--- config.mk ---
export PLATFORM = sky130hd
export DESIGN_NAME = mis_mac_irq
export DESIGN_NICKNAME = d
export VERILOG_FILES = /design/src/hw/mis_pkg.sv /design/src/hw/mis_mac_irq.sv
export SDC_FILE = /design/constraint.sdc
export NUM_CORES = 1
export LEC_CHECK = 0
export BUFFER_PORTS_ARGS = -buffer_cell sky130_fd_sc_hd__buf_2
export CAP_MARGIN = 20
export CORE_MARGIN = 2
export CORE_UTILIZATION = 30
export DETAILED_ROUTE_END_ITERATION = 12
export GPL_ROUTABILITY_DRIVEN = 1
export PLACE_DENSITY_LB_ADDON = 0.12
export RECOVER_POWER = 50
export SETUP_SLACK_MARGIN = 0.1
export SLEW_MARGIN = 20
export SYNTH_ARGS = -nofsm -noshare
export SYNTH_HDL_FRONTEND = slang
export SYNTH_SLANG_ARGS = --single-unit
--- constraint.sdc ---
create_clock -name sys_clk -period 3.7 [get_ports sys_clk]
set_input_delay 1.11 -clock sys_clk [delete_from_list [all_inputs] [get_ports sys_clk]]
set_output_delay 1.11 -clock sys_clk [all_outputs]
set_load 0.05 [all_outputs]
--- src/hw/mis_pkg.sv ---
// constants and carrier types for the MAC interrupt mask and status block
package mis_pkg;

  // register byte addresses on the system bus
  localparam logic [31:0] MIS_ENABLE_ADDR = 32'hfff030ac;
  localparam logic [31:0] MIS_STATUS_ADDR = 32'hfff030b0;

  // reset values
  localparam logic [31:0] MIS_ENABLE_RST  = 32'h00000000;
  localparam logic [31:0] MIS_STATUS_RST  = 32'h00000000;

  // summary and master enable positions
  localparam int unsigned MIS_TX_SUM_BIT  = 16;
  localparam int unsigned MIS_RX_SUM_BIT  = 0;

  // individual flag positions
  localparam int unsigned MIS_TX_BUS_FAULT     = 24;
  localparam int unsigned MIS_TX_DESC_MISSING  = 23;
  localparam int unsigned MIS_LATE_COLLISION   = 22;
  localparam int unsigned MIS_TX_ABORT         = 21;
  localparam int unsigned MIS_NO_CARRIER       = 20;
  localparam int unsigned MIS_DEFER_EXCEED     = 19;
  localparam int unsigned MIS_TX_COMPLETE      = 18;
  localparam int unsigned MIS_TX_UNDERFLOW     = 17;
  localparam int unsigned MIS_PAUSE_FRAME_RX   = 14;
  localparam int unsigned MIS_RX_BUS_FAULT     = 11;
  localparam int unsigned MIS_RX_DESC_MISSING  = 10;
  localparam int unsigned MIS_EARLY_NOTIFY     = 9;
  localparam int unsigned MIS_OVERSIZE_FRAME   = 8;
  localparam int unsigned MIS_MISS_CNT_WRAP    = 7;
  localparam int unsigned MIS_RUNT_FRAME       = 6;
  localparam int unsigned MIS_ALIGNMENT_FAULT  = 5;
  localparam int unsigned MIS_RX_GOOD          = 4;
  localparam int unsigned MIS_FRAME_TOO_LONG   = 3;
  localparam int unsigned MIS_RX_FIFO_OVERFLOW = 2;
  localparam int unsigned MIS_CHECKSUM_FAULT   = 1;

  // field groups: tx flags 24..17, rx flags 14 and 11..1
  localparam logic [31:0] MIS_TX_FLAGS    = 32'h01fe0000;
  localparam logic [31:0] MIS_RX_FLAGS    = 32'h00004ffe;
  localparam logic [31:0] MIS_MASTER_BITS = 32'h00010001;
  localparam logic [31:0] MIS_ENABLE_BITS = MIS_TX_FLAGS | MIS_RX_FLAGS | MIS_MASTER_BITS;

  localparam logic [31:0] MIS_ZERO_WORD   = 32'h00000000;

  // classic wishbone request, as driven by the master
  typedef struct packed {
    logic        cyc_i;
    logic        stb_i;
    logic        we_i;
    logic [31:0] adr_i;
    logic [3:0]  sel_i;
    logic [31:0] dat_i;
  } mis_wb_req_s;

  // the whole state of the block
  typedef struct packed {
    logic        ack;
    logic [31:0] rdData;
    logic [31:0] enable;
    logic [31:0] status;
    logic        txIrq;
    logic        rxIrq;
  } mis_state_s;

endpackage

--- src/hw/mis_mac_irq.sv ---
// mac interrupt mask and status registers with tx and rx cpu interrupt lines
// How it works
// (RL1) defer-exceed flag reaches tx summary only when its enable is set
// (RL2) tx-complete flag reaches tx summary only when its enable is set
// (RL3) tx-underflow flag reaches tx summary only when its enable is set
// (RL4) tx interrupt stays low while the tx master enable is clear
// (RL5) pause-frame flag reaches rx summary only when its enable is set
// (RL6) rx bus fault flag reaches rx summary only when its enable is set
// (RL7) rx descriptor missing flag reaches rx summary only when enabled
// (RL8) early notify flag reaches rx summary only when its enable is set
// (RL9) oversize frame flag reaches rx summary only when its enable is set
// (RL10) miss counter wrap flag reaches rx summary only when enabled
// (RL11) runt frame flag reaches rx summary only when its enable is set
// (RL12) alignment fault flag reaches rx summary only when enabled
// (RL13) rx good flag reaches rx summary only when its enable is set
// (RL14) frame too long flag reaches rx summary only when enabled
// (RL15) rx fifo overflow flag reaches rx summary only when enabled
// (RL16) checksum fault flag reaches rx summary only when enabled
// (RL17) rx interrupt stays low while the rx master enable is clear
// (RL18) writing one to a status bit clears it and its interrupt
// (RL19) status flags set by tx, rx, fifo and dma events drive interrupts
// (RL20) status at its address, resets to zero, tx bits 24..16, rx 14..0
// (RL21) tx summary is OR of enabled flags 24..17
// (RL22) rx summary is OR of enabled flags 14..1
// (RL23) interrupt lines are levels held until contributing flags clear
//
// Implementation choice: the Wishbone slave port.
`timescale 1ns/1ps

module mis_mac_irq
(
  input  wire logic                 sys_clk,
  input  wire logic                 reset,
  input  wire logic                 clkEn,
  input  wire mis_pkg::mis_wb_req_s wbReq,
  input  wire logic [31:0]          eventSet,
  output logic                      ack_o,
  output logic [31:0]               dat_o,
  output logic                      txIrq,
  output logic                      rxIrq
);
  import mis_pkg::*;

  mis_state_s  state_r;
  mis_state_s  state_nxt;

  logic        busReq;
  logic        hitEnable;
  logic        hitStatus;
  logic        wrCommit;
  logic [31:0] byteMask;
  logic [31:0] gatedFlags;
  logic        txSummary;
  logic        rxSummary;
  logic [31:0] statusView;
  logic [31:0] clearBits;
  logic [31:0] statusAfter;
  logic [31:0] gatedAfter;

  // byte lanes expanded to a bit mask for writes
  always_comb
  begin
    byteMask = {{8{wbReq.sel_i[3]}}, {8{wbReq.sel_i[2]}},
                {8{wbReq.sel_i[1]}}, {8{wbReq.sel_i[0]}}};
  end

  // address decode; unmapped addresses still get an ack, read as zero
  assign busReq    = wbReq.cyc_i & wbReq.stb_i;
  assign hitEnable = (wbReq.adr_i == MIS_ENABLE_ADDR);
  assign hitStatus = (wbReq.adr_i == MIS_STATUS_ADDR);
  // a write lands at the edge where the master sees ack high
  assign wrCommit  = busReq & wbReq.we_i & state_r.ack;

  // summary and reserved positions never carry a gated source
  assign gatedFlags[31:25] = 7'h00;
  assign gatedFlags[16:15] = 2'h0;
  assign gatedFlags[13:12] = 2'h0;
  assign gatedFlags[0]     = 1'b0;

  // tx bus fault into tx
  mis_flag_gate u_mis_flag_gate_24
  (
    .statusBit (state_r.status[MIS_TX_BUS_FAULT]),
    .enableBit (state_r.enable[MIS_TX_BUS_FAULT]),
    .gatedBit  (gatedFlags[MIS_TX_BUS_FAULT])
  ); // see (RL21)

  // tx descriptor missing into tx
  mis_flag_gate u_mis_flag_gate_23
  (
    .statusBit (state_r.status[MIS_TX_DESC_MISSING]),
    .enableBit (state_r.enable[MIS_TX_DESC_MISSING]),
    .gatedBit  (gatedFlags[MIS_TX_DESC_MISSING])
  ); // see (RL21)

  // late collision into tx
  mis_flag_gate u_mis_flag_gate_22
  (
    .statusBit (state_r.status[MIS_LATE_COLLISION]),
    .enableBit (state_r.enable[MIS_LATE_COLLISION]),
    .gatedBit  (gatedFlags[MIS_LATE_COLLISION])
  ); // see (RL21)

  // tx abort into tx
  mis_flag_gate u_mis_flag_gate_21
  (
    .statusBit (state_r.status[MIS_TX_ABORT]),
    .enableBit (state_r.enable[MIS_TX_ABORT]),
    .gatedBit  (gatedFlags[MIS_TX_ABORT])
  ); // see (RL21)

  // no carrier into tx
  mis_flag_gate u_mis_flag_gate_20
  (
    .statusBit (state_r.status[MIS_NO_CARRIER]),
    .enableBit (state_r.enable[MIS_NO_CARRIER]),
    .gatedBit  (gatedFlags[MIS_NO_CARRIER])
  ); // see (RL21)

  // defer exceed into tx
  mis_flag_gate u_mis_flag_gate_19
  (
    .statusBit (state_r.status[MIS_DEFER_EXCEED]),
    .enableBit (state_r.enable[MIS_DEFER_EXCEED]),
    .gatedBit  (gatedFlags[MIS_DEFER_EXCEED])
  ); // see (RL1)

  // tx complete into tx
  mis_flag_gate u_mis_flag_gate_18
  (
    .statusBit (state_r.status[MIS_TX_COMPLETE]),
    .enableBit (state_r.enable[MIS_TX_COMPLETE]),
    .gatedBit  (gatedFlags[MIS_TX_COMPLETE])
  ); // see (RL2)

  // tx underflow into tx
  mis_flag_gate u_mis_flag_gate_17
  (
    .statusBit (state_r.status[MIS_TX_UNDERFLOW]),
    .enableBit (state_r.enable[MIS_TX_UNDERFLOW]),
    .gatedBit  (gatedFlags[MIS_TX_UNDERFLOW])
  ); // see (RL3)

  // pause frame into rx
  mis_flag_gate u_mis_flag_gate_14
  (
    .statusBit (state_r.status[MIS_PAUSE_FRAME_RX]),
    .enableBit (state_r.enable[MIS_PAUSE_FRAME_RX]),
    .gatedBit  (gatedFlags[MIS_PAUSE_FRAME_RX])
  ); // see (RL5)

  // rx bus fault into rx
  mis_flag_gate u_mis_flag_gate_11
  (
    .statusBit (state_r.status[MIS_RX_BUS_FAULT]),
    .enableBit (state_r.enable[MIS_RX_BUS_FAULT]),
    .gatedBit  (gatedFlags[MIS_RX_BUS_FAULT])
  ); // see (RL6)

  // rx descriptor missing into rx
  mis_flag_gate u_mis_flag_gate_10
  (
    .statusBit (state_r.status[MIS_RX_DESC_MISSING]),
    .enableBit (state_r.enable[MIS_RX_DESC_MISSING]),
    .gatedBit  (gatedFlags[MIS_RX_DESC_MISSING])
  ); // see (RL7)

  // early notify into rx
  mis_flag_gate u_mis_flag_gate_9
  (
    .statusBit (state_r.status[MIS_EARLY_NOTIFY]),
    .enableBit (state_r.enable[MIS_EARLY_NOTIFY]),
    .gatedBit  (gatedFlags[MIS_EARLY_NOTIFY])
  ); // see (RL8)

  // oversize frame into rx
  mis_flag_gate u_mis_flag_gate_8
  (
    .statusBit (state_r.status[MIS_OVERSIZE_FRAME]),
    .enableBit (state_r.enable[MIS_OVERSIZE_FRAME]),
    .gatedBit  (gatedFlags[MIS_OVERSIZE_FRAME])
  ); // see (RL9)

  // miss counter wrap into rx
  mis_flag_gate u_mis_flag_gate_7
  (
    .statusBit (state_r.status[MIS_MISS_CNT_WRAP]),
    .enableBit (state_r.enable[MIS_MISS_CNT_WRAP]),
    .gatedBit  (gatedFlags[MIS_MISS_CNT_WRAP])
  ); // see (RL10)

  // runt frame into rx
  mis_flag_gate u_mis_flag_gate_6
  (
    .statusBit (state_r.status[MIS_RUNT_FRAME]),
    .enableBit (state_r.enable[MIS_RUNT_FRAME]),
    .gatedBit  (gatedFlags[MIS_RUNT_FRAME])
  ); // see (RL11)

  // alignment fault into rx
  mis_flag_gate u_mis_flag_gate_5
  (
    .statusBit (state_r.status[MIS_ALIGNMENT_FAULT]),
    .enableBit (state_r.enable[MIS_ALIGNMENT_FAULT]),
    .gatedBit  (gatedFlags[MIS_ALIGNMENT_FAULT])
  ); // see (RL12)

  // rx good into rx
  mis_flag_gate u_mis_flag_gate_4
  (
    .statusBit (state_r.status[MIS_RX_GOOD]),
    .enableBit (state_r.enable[MIS_RX_GOOD]),
    .gatedBit  (gatedFlags[MIS_RX_GOOD])
  ); // see (RL13)

  // frame too long into rx
  mis_flag_gate u_mis_flag_gate_3
  (
    .statusBit (state_r.status[MIS_FRAME_TOO_LONG]),
    .enableBit (state_r.enable[MIS_FRAME_TOO_LONG]),
    .gatedBit  (gatedFlags[MIS_FRAME_TOO_LONG])
  ); // see (RL14)

  // rx fifo overflow into rx
  mis_flag_gate u_mis_flag_gate_2
  (
    .statusBit (state_r.status[MIS_RX_FIFO_OVERFLOW]),
    .enableBit (state_r.enable[MIS_RX_FIFO_OVERFLOW]),
    .gatedBit  (gatedFlags[MIS_RX_FIFO_OVERFLOW])
  ); // see (RL15)

  // checksum fault into rx
  mis_flag_gate u_mis_flag_gate_1
  (
    .statusBit (state_r.status[MIS_CHECKSUM_FAULT]),
    .enableBit (state_r.enable[MIS_CHECKSUM_FAULT]),
    .gatedBit  (gatedFlags[MIS_CHECKSUM_FAULT])
  ); // see (RL16)

  // tx summary: any enabled tx source, see (RL21)
  always_comb
  begin
    txSummary = gatedFlags[MIS_TX_BUS_FAULT]
              | gatedFlags[MIS_TX_DESC_MISSING]
              | gatedFlags[MIS_LATE_COLLISION]
              | gatedFlags[MIS_TX_ABORT]
              | gatedFlags[MIS_NO_CARRIER]
              | gatedFlags[MIS_DEFER_EXCEED]
              | gatedFlags[MIS_TX_COMPLETE]
              | gatedFlags[MIS_TX_UNDERFLOW];
  end

  // rx summary: any enabled rx source, see (RL22)
  always_comb
  begin
    rxSummary = gatedFlags[MIS_PAUSE_FRAME_RX]
              | gatedFlags[MIS_RX_BUS_FAULT]
              | gatedFlags[MIS_RX_DESC_MISSING]
              | gatedFlags[MIS_EARLY_NOTIFY]
              | gatedFlags[MIS_OVERSIZE_FRAME]
              | gatedFlags[MIS_MISS_CNT_WRAP]
              | gatedFlags[MIS_RUNT_FRAME]
              | gatedFlags[MIS_ALIGNMENT_FAULT]
              | gatedFlags[MIS_RX_GOOD]
              | gatedFlags[MIS_FRAME_TOO_LONG]
              | gatedFlags[MIS_RX_FIFO_OVERFLOW]
              | gatedFlags[MIS_CHECKSUM_FAULT];
  end

  // status as software reads it: summaries are live, not stored
  always_comb
  begin
    statusView                 = state_r.status & (MIS_TX_FLAGS | MIS_RX_FLAGS);
    statusView[MIS_TX_SUM_BIT] = txSummary; // see (RL20)
    statusView[MIS_RX_SUM_BIT] = rxSummary;
  end

  // write-one-to-clear on the status register, see (RL18)
  assign clearBits = (wrCommit && hitStatus) ? (wbReq.dat_i & byteMask) : MIS_ZERO_WORD;

  // new events win over a clear in the same cycle, see (RL19)
  assign statusAfter = ((state_r.status & ~clearBits) | eventSet)
                       & (MIS_TX_FLAGS | MIS_RX_FLAGS);

  // enables as they will stand after this edge
  always_comb
  begin
    state_nxt = state_r;
    if (wrCommit && hitEnable)
    begin
      state_nxt.enable = ((state_r.enable & ~byteMask) | (wbReq.dat_i & byteMask))
                         & MIS_ENABLE_BITS;
    end
    state_nxt.status = statusAfter;

    // single-cycle ack; drops the cycle after it was given
    state_nxt.ack = busReq & ~state_r.ack;
    if (busReq && !state_r.ack)
    begin
      if (hitEnable)
      begin
        state_nxt.rdData = state_r.enable;
      end
      else if (hitStatus)
      begin
        state_nxt.rdData = statusView;
      end
      else
      begin
        state_nxt.rdData = MIS_ZERO_WORD;
      end
    end
    else
    begin
      state_nxt.rdData = MIS_ZERO_WORD; // data stands only beside ack
    end

    // lines follow the next status, so a clear drops them at the same edge
    state_nxt.txIrq = state_nxt.enable[MIS_TX_SUM_BIT]
                      & (|gatedAfter[31:MIS_TX_SUM_BIT + 1]); // see (RL4) (RL23)
    state_nxt.rxIrq = state_nxt.enable[MIS_RX_SUM_BIT]
                      & (|gatedAfter[MIS_TX_SUM_BIT - 1:MIS_RX_SUM_BIT + 1]); // see (RL17)
  end

  // next gated flags, kept separate to avoid a loop through state_nxt
  always_comb
  begin
    gatedAfter = statusAfter & (MIS_TX_FLAGS | MIS_RX_FLAGS);
    if (wrCommit && hitEnable)
    begin
      gatedAfter = gatedAfter & ((state_r.enable & ~byteMask) | (wbReq.dat_i & byteMask));
    end
    else
    begin
      gatedAfter = gatedAfter & state_r.enable;
    end
  end

  // one register for all state; clkEn low freezes everything except a reset
  always_ff @(posedge sys_clk)
  begin
    if (reset)
    begin
      state_r.ack    <= 1'b0;
      state_r.rdData <= MIS_ZERO_WORD;
      state_r.enable <= MIS_ENABLE_RST;
      state_r.status <= MIS_STATUS_RST; // see (RL20)
      state_r.txIrq  <= 1'b0;
      state_r.rxIrq  <= 1'b0;
    end
    else if (clkEn)
    begin
      state_r <= state_nxt;
    end
  end

  assign ack_o = state_r.ack;
  assign dat_o = state_r.rdData;
  assign txIrq = state_r.txIrq;
  assign rxIrq = state_r.rxIrq;

endmodule

// one source gated by its own enable bit
module mis_flag_gate
(
  input  wire logic statusBit,
  input  wire logic enableBit,
  output logic      gatedBit
);
  // a held flag only counts while its enable is set
  assign gatedBit = statusBit & enableBit;
endmodule

==> results of run 1 <==
[final timing paths]
kind                                  start           to  slack (ns)  cells past startpoint
worst min-delay path            state_r[50]  state_r[50]        0.49                      2
worst max register to register        ack_o        txIrq        1.25                      8
worst max-delay path              wbReq[53]        rxIrq        0.30                      9
worst min register to register  state_r[50]  state_r[50]        0.49                      2
[tightest hold or removal path, stage by stage, from the launching register on]
cell and delay [ns]:
dfxtp_1 0.33, nand2_1 0.06, a21oi_1 0.05
[power breakdown]
part	switching (mW)	internal, mW	total [mW]	leakage [nW]
clock network	0.310	0.525	0.836	0.144
registers	0.0190	0.737	0.756	0.544
logic	0.104	0.0603	0.165	1.31
total	0.434	1.32	1.76	2.00
[kinds of logic after synthesis]
group,synth area share [%]
AOI/OAI and AO/OA,24.0
buffers and inverters,11.5
and+or+nand+nor,22.9
muxes,6.72
other,0.0973
DFF,34.8
[registers in the layout (all words and copies together) (netlist names)]
signal and cells:
state_r 42, dat_o 22, ack_o 1, rxIrq 1, txIrq 1
[final cells by class]
cell class,count,area (µm²)
Multi-Input combinational cell,339,2100
Clock inverter,3,20.0
Clock buffer,13,280
Inverter,17,63.8
Tap cell,172,215
Sequential cell,67,1340
Fill cell,1331,7870
Timing Repair Buffer,132,679
[cell usage in the layout (no fill, tap or decap), types with 10 or more instances in the layout]
cell,synthesis,layout
buf_2,3,83
nor2_1,76,76
dfxtp_1,67,67
a21oi_1,37,37
a22oi_1,34,34
clkbuf_1,21,31
a22o_1,25,25
nand2_1,19,19
mux2i_1,18,18
inv_1,17,17
nand4_1,16,16
buf_4,33,16
o21ai_0,13,13
nand3_1,12,12
conb_1,1,10
[per-stage QoR]
| stage | setup WS [ns] | hold WS, ns | std cells | power, mW | util [%] |
|---|---|---|---|---|---|
| after detailed placement | 0.0740 | 0.479 | 727 | 0.937 | 35.5 |
| after global routing | 0.179 | 0.520 | 743 | 1.82 | 37.4 |
| final | 0.304 | 0.490 | 743 | 1.76 | 37.4 |
| after CTS | 0.422 | 0.486 | 743 | 1.77 | 37.9 |
| after floorplan | 0.200 | 0.441 | 484 | 0.860 | - |
| after global placement | 0.0876 | 0.463 | 727 | 0.935 | 35.5 |
[Yosys cell counts, types with 2 or more instances]
cell type / n
a211oi_1: 2
a21oi_1: 37
a221oi_1: 3
a22o_1: 25
a22oi_1: 34
a31oi_1: 7
and2_1: 2
and3_1: 4
and3b_1: 2
and4_1: 3
buf_2: 3
buf_4: 33
buf_6: 3
clkbuf_1: 21
dfxtp_1: 67
inv_1: 17
mux2_1: 5
mux2_2: 2
mux2i_1: 18
nand2_1: 19
nand2b_1: 6
nand3_1: 12
nand4_1: 16
nand4_2: 2
nor2_1: 76
nor3_1: 4
nor4_1: 9
o21ai_0: 13
o22ai_1: 2
o32a_1: 2
or2_2: 2
or4_4: 2
[per-layer routing]
layer  share of wire (%)  vias up
li1                    -     1893
met1                  49     1736
met2                  44      104
met3                 4.9       14
met4                 1.5        0
met5                   0        -
==> results.toml, run 1 <==
[global_routing]
grt_pass1_vias = 3646
grt_pass1_wl_mm = 19.0
grt_max_degree = 37
use_met1_pct = 24.2
gr-usage-met3_pct = 2.72
use_met2_pct = 26.4
antenna_found_initial = 0
grt_usage_pct = 17.2
grt-busiest-layer = "met2"
gr-total-overflow = 0

[yosys]
syn-instance-count = 475
synth_top_area_share_pct = 34.8
ys.flop_type = "dfxtp_1"
ys_seq_area_share_pct = 34.8
synth-async-reset-ratio_pct = 0
synthTopCellsByArea = "dfxtp_1 (35%), nor2_1 (7.4%), a22oi_1 (6.6%)"
synth-edff-count = 0
syn-cell-area_um2 = 3850
postSynthAreaPerCell_um2 = 8.11
yosys.area.top_type = "dfxtp_1"
ys_ff_latch = 67
ys_types = 54
ys_warn_count = 0

[cells_and_area]
n_antenna_cell = 0
design_area_um2 = 4700
area_growth_pct = 21.9
drive_gt1_share_pct = 22.2
finalNetCount = 672

[die]
coreArea_um2 = 12600
initial_core_util_pct = 30.7
die_y_um = 117
fp.dieArea_um2 = 13800
die_w_um = 117
row_count = 41
pin_count = 141

[critical_path]
critPathRequiredTime_ns = 3.92
path_buf_inv = 2
max_stage_delay_ns = 0.70
crit_type = "input pin to flop"
arrival_ns = 3.61
cpMostUsedCell = "nor4_1"
startpoint_type = "input pin"
cp_slowest_cell = "or4_1"
path_cells = "buf_2, or4_4, or4_1, buf_4, nor4_1, nor4_1, a21oi_1, nand4_1, o31a_1"
cp-end-kind = "flop"
crit_fanout = 5
crit_family = "simple AND/OR/NAND/NOR gates"

[clock_tree]
h-tree-depth = 3
cts_hold_buffers = 0
cts_buffer_depth = 2
cts_setup_buffers = 0
clk_pin_slew_ns = 0.06
tritoncts.num_buffers = 9
clock-sinks = 67
post_cts_resized = 0
cts_root_buf = "clkbuf_16"
clk_latency_ns = 0.32
cts_tree = "yes"

[run]
cap_violations = 0

[sta]
period_share_pct = 91.8
fin_tns_setup_ns = 0
slew_violations = 0
fmax_mhz = 294
tightest_slew_ns = 1.00
skew_ns = 0.00325
slew_headroom_pct = 33.1
grt_setup_unrepaired = "false"
setup_viol_count_final = 0
fin_crit_ns = 3.40
hold_viol = 0

[drt]
detail_route.wl_per_cell_um = 16.1
ant_nets = 0
drc_errors = 0
via_count = 3747
drt_iter0_markers = 235
viasPerCell = 5.04
dr.pass1.iters = 4
wl_mm = 11.9

[placement]
port_buffers = 108
place_area_um2 = 4460
gp_congestion = 0.845
hpwl_mm = 9.21

[power]
ir_drop_mv = 0.156
power_density_nw_per_um2 = 374
p_leak_nw = 2.00

[outcome]
outcome = "finished, final reports clean"

[min_path]
hold_class = "flop to flop"
(Power assumes the default switching activity.)
==> inputs of run 2 (changes only) <==
Settings changed: GPL_TIMING_DRIVEN set to 0.
==> run 2 against run 1 <==
Combinational power grew 6%. Critical path depth is 1 lower. Clock power down 3.9%. Core utilization grew 1.5 points. Largest cell class unchanged. Sequential share of layout area is 1.1 points lower. Die area is the same. Total power is 1.2% lower. Largest power group unchanged.
==> results.toml, run 2 (synthesis gave the netlist of run 1 again) <==
[cells_and_area]
nFillCells = 1357
layout_commonest_cell = "buf_2"
multiInputGateArea_um2 = 2100
finalNetCount = 709
largest_reg_flops = 42
drive_gt1_share_pct = 24.2
final_cells = 780
area_growth_pct = 26.9
n_antenna_cell = 0
top_register = "state_r"
layout_common_cells = "buf_2 (84), nor2_1 (76), dfxtp_1 (67)"
seq_area_um2 = 1340
design_area_um2 = 4890

[die]
initial_core_util_pct = 30.7
fp.dieArea_um2 = 13800
die_w_um = 117
die_y_um = 117
coreArea_um2 = 12600
pin_count = 141
row_count = 41

[global_routing]
grt_max_degree = 12
gr-total-overflow = 0
grt_pass1_wl_mm = 19.8
antenna_found_initial = 0
grt_pass1_vias = 3732
grt_usage_pct = 18.0

[sta]
fin_crit_ns = 3.48
hold_viol = 0
grt_setup_unrepaired = "false"
slew_headroom_pct = 58.1
fin_ws_ns = 0.223
fmax_mhz = 288
period_share_pct = 94.0
fin_hold_ws_ns = 0.510
tightest_slew_ns = 0.628
slew_violations = 0
skew_ns = 0.00410
setup_viol_count_final = 0

[drt]
dr.pass1.iters = 4
detail_route.wl_per_cell_um = 15.8
wl_mm = 12.3
drc_errors = 0
ant_nets = 0
via_count = 3842
viasPerCell = 4.93
drt_iter0_markers = 265

[power]
power_density_nw_per_um2 = 355
ir_drop_mv = 0.188
finalPower_mw = 1.74
p_leak_nw = 2.13

[clock_tree]
tritoncts.num_buffers = 9
cts_tree = "yes"
clk_latency_ns = 0.33
clock-sinks = 67
clk_pin_slew_ns = 0.05
cts_buffer_depth = 2
cts_hold_buffers = 0
cts_root_buf = "clkbuf_16"
h-tree-depth = 3

[critical_path]
path_buf_inv = 1
crit_path_end = "rxIrq"
r2r_slack_ns = 1.27
cp-end-kind = "flop"
crit_type = "input pin to flop"
crit_family = "simple AND/OR/NAND/NOR gates"
max_stage_delay_ns = 0.58
cp_slowest_cell = "or4_1"
critPathRequiredTime_ns = 3.92
r2r_end = "rxIrq"
cp.depth = 8
path_cells = "buf_2, or4_1, nor4_4, nand4_2, mux2_1, a22oi_1, nand4_1, o31a_1"
arrival_ns = 3.70
r2r_cells = 7
startpoint_type = "input pin"
reg2reg_from = "ack_o"
crit_fanout = 10
cp-startpoint = "wbReq[53]"

[placement]
gp_congestion = 0.840
numPlacedInstances = 763
hpwl_mm = 9.72
port_buffers = 107
place_area_um2 = 4640
dp_slack_ns = -0.243

[outcome]
outcome = "finished, final reports clean"

[min_path]
min_from = "state_r[50]"
hold_class = "flop to flop"

[run]
cap_violations = 0
[run 2: repair_timing]
item,in CTS,in global routing
setup buffers,0,1
gates resized for setup,0,3
endpoints found under the setup margin,0,41
hold endpoints to repair,0,0
[run 2: metal layers]
metal / vias to the layer above / GRT usage, % / wire length, µm
met3: 7 / 3.06 / 716
met4: 0 / 5.35 / 104
li1: 1968 / - / -
met2: 115 / 28.5 / 5470
met5: - / 0 / 0
met1: 1752 / 25.1 / 5990
[run 2: layout make-up]
type	instances	share of cell area, %
Clock inverter	5	0.563
Multi-Input combinational cell	339	43.0
Timing Repair Buffer	108	10.4
Inverter	17	1.31
Clock buffer	11	5.17
Tap cell	172	4.40
Sequential cell	67	27.4
Buffer	61	7.78
[run 2: where the power goes]
group | switching [mW] | internal, mW
Clock | 0.319 | 0.485
Sequential | 0.0204 | 0.737
Combinational | 0.107 | 0.0675
Total | 0.446 | 1.29
[run 2: worst min path at each step]
stage                   to  slack, ns  cells past startpoint
2_1_floorplan  state_r[50]       0.44                      2
3_3_place_gp   state_r[50]       0.48                      2
3_5_place_dp   state_r[50]       0.49                      2
4_1_cts        state_r[50]       0.50                      2
5_1_grt        state_r[50]       0.53                      2
6_report       state_r[50]       0.51                      2
[run 2: per-stage QoR]
stage | setup TNS [ns] | utilization [%]
floorplan | 0 | -
global placement | -3.64 | 36.9
detailed placement | -3.41 | 36.9
CTS | 0 | 39.1
global route | 0 | 38.9
finish | 0 | 38.9
[run 2: worst reg2reg max path: cells and delay by family, from the launching register on]
family          cells  cell delay [ns]
mux                 1             0.46
simple gates        4             1.06
flops               1             0.37
compound gates      2             0.44
==> inputs of run 3 (changes only) <==
Settings changed: CORE_MARGIN 2 to 4, CORE_UTILIZATION 30 to 50, SETUP_SLACK_MARGIN 0.1 to 0.5.
==> run 3 against run 2 <==
Final cell count shrank 8.1%. Worst setup slack gained 0.11 ns. Wire length shrank 7.4%. First-iteration DRC count grew 26%. Worst hold slack lost 0.025 ns. Non-clock buffer count grew 12. Register-to-register slack gained 0.12 ns. Count of clock-buffer cells in the layout grew 1. Combinational power is essentially flat. Via count grew 6.9%. Critical path type unchanged. Largest power group is now sequential cells. Highest routed layer unchanged.
==> results.toml, run 3 (synthesis gave the netlist of run 1 again) <==
[outcome]
outcome = "finished, final reports clean"

[sta]
grt_setup_unrepaired = "true"
setup_viol_count_final = 0
hold_viol = 0
period_share_pct = 90.9
fin_ws_ns = 0.336
slew_violations = 0
slew_headroom_pct = 57.5
tightest_slew_ns = 0.637
fin_crit_ns = 3.36
skew_ns = 0.00499
fmax_mhz = 297

[cells_and_area]
layout_common_cells = "buf_2 (83), nor2_1 (76), dfxtp_1 (67)"
n_antenna_cell = 0
area_growth_pct = 26.3
layout_commonest_cell = "buf_2"
utilization_pct = 66.0
top_register = "state_r"
final_cells = 717
drive_gt1_share_pct = 26.4
finalNetCount = 721
largest_reg_flops = 42

[die]
fp.dieArea_um2 = 9180
die_y_um = 95.8
row_count = 31
die_w_um = 95.8
coreArea_um2 = 7370
pin_count = 141
initial_core_util_pct = 52.3

[drt]
drt_iter0_markers = 333
wl_mm = 11.4
viasPerCell = 5.73
dr.pass1.iters = 5
detail_route.wl_per_cell_um = 15.9
ant_nets = 0
drc_errors = 0
via_count = 4108

[placement]
port_buffers = 107
numPlacedInstances = 690
gp_congestion = 0.950
hpwl_mm = 8.67
dp_slack_ns = -0.103

[clock_tree]
h-tree-depth = 3
clock-sinks = 67
tritoncts.num_buffers = 9
cts_root_buf = "clkbuf_8"
cts_tree = "yes"
cts_buffer_depth = 2
clk_pin_slew_ns = 0.07
clk_latency_ns = 0.34

[critical_path]
startpoint_type = "input pin"
path_buf_inv = 2
cp_slowest_cell = "or4_4"
crit_type = "input pin to flop"
crit_fanout = 4
crit_family = "simple AND/OR/NAND/NOR gates"
arrival_ns = 3.60
r2r_cells = 7
cp.depth = 9
max_stage_delay_ns = 0.54
path_cells = "buf_6, or4_4, or4_4, clkbuf_1, nor2_8, or4b_1, a31oi_1, o211ai_1, o31a_1"
cp-end-kind = "flop"
cpMostUsedCell = "or4_4"
critPathRequiredTime_ns = 3.94

[power]
internal-power_mw = 1.16
p_seq_share_pct = 48.7
p_comb_share_pct = 11.2
power_switching_uw = 392
p_leak_nw = 2.18
ir_drop_mv = 0.202
power_density_nw_per_um2 = 319
swShare_pct = 25.2
p_clk_share_pct = 40.1

[global_routing]
grt_usage_pct = 25.0
antenna_found_initial = 0
grt_pass1_vias = 3608
grt_max_degree = 11
gr-total-overflow = 0
grt_pass1_wl_mm = 17.6

[run]
cap_violations = 0

[min_path]
whs_path_depth = 2
hold_class = "flop to flop"
run 3: final timing paths:
check / from / slack [ns] / to
worst min register to register: state_r[50] / 0.48 / state_r[50]
worst max register to register: ack_o / 1.39 / rxIrq
worst min-delay path: state_r[50] / 0.48 / state_r[50]
worst max-delay path: wbReq[53] / 0.34 / rxIrq
run 3: layer usage:
metal / global-route usage, % / up-vias / routed length [µm] / part of all wire, %
met4: 9.60 / 0 / 196 / 1.7
met2: 39.5 / 215 / 5210 / 46
met5: 0 / - / 0 / 0
li1: - / 1987 / - / -
met1: 33.3 / 1883 / 4830 / 42
met3: 5.16 / 23 / 1140 / 10
run 3: what timing repair did:
action / in CTS / in global routing
endpoints found under the setup margin: 41 / 41
hold buffers: 0 / 0
cloned: 0 / 0
pin swaps: 8 / 6
resized for setup: 9 / 15
buffers inserted: 10 / 3
run 3: area by class of cell:
| class | instances | area (µm²) |
|---|---|---|
| Inverter | 17 | 63.8 |
| Fill cell | 694 | 2500 |
| Tap cell | 99 | 124 |
| Sequential cell | 67 | 1340 |
| Clock buffer | 12 | 165 |
| Timing Repair Buffer | 120 | 608 |
| Clock inverter | 2 | 35.0 |
| Buffer | 61 | 392 |
| Multi-Input combinational cell | 339 | 2140 |
run 3: power by group through the flow:
stage | clock (mW) | combinational [mW] | sequential (mW)
3_3_place_gp | 0 | 0.167 | 0.771
6_report | 0.624 | 0.174 | 0.757
5_1_grt | 0.667 | 0.191 | 0.757
2_1_floorplan | 0 | 0.0948 | 0.765
4_1_cts | 0.631 | 0.172 | 0.755
3_5_place_dp | 0 | 0.171 | 0.772
run 3: metrics by stage:
step	hold slack (ns)	instance area, µm²	power (mW)	setup TNS [ns]
detailed placement	0.477	4550	0.942	-0.785
finish	0.484	4870	1.55	0
global route	0.504	4870	1.62	0
floorplan	0.441	3890	0.860	0
CTS	0.486	4880	1.56	0
global placement	0.473	4550	0.938	-0.868
run 3: worst register-to-register path: stages, from the launching register on:
cell,delay (ns)
dfxtp_1,0.37
and4_1,0.33
buf_6,0.18
nand3_1,0.16
or4b_1,0.54
a31oi_1,0.21
o211ai_1,0.12
o31a_1,0.30
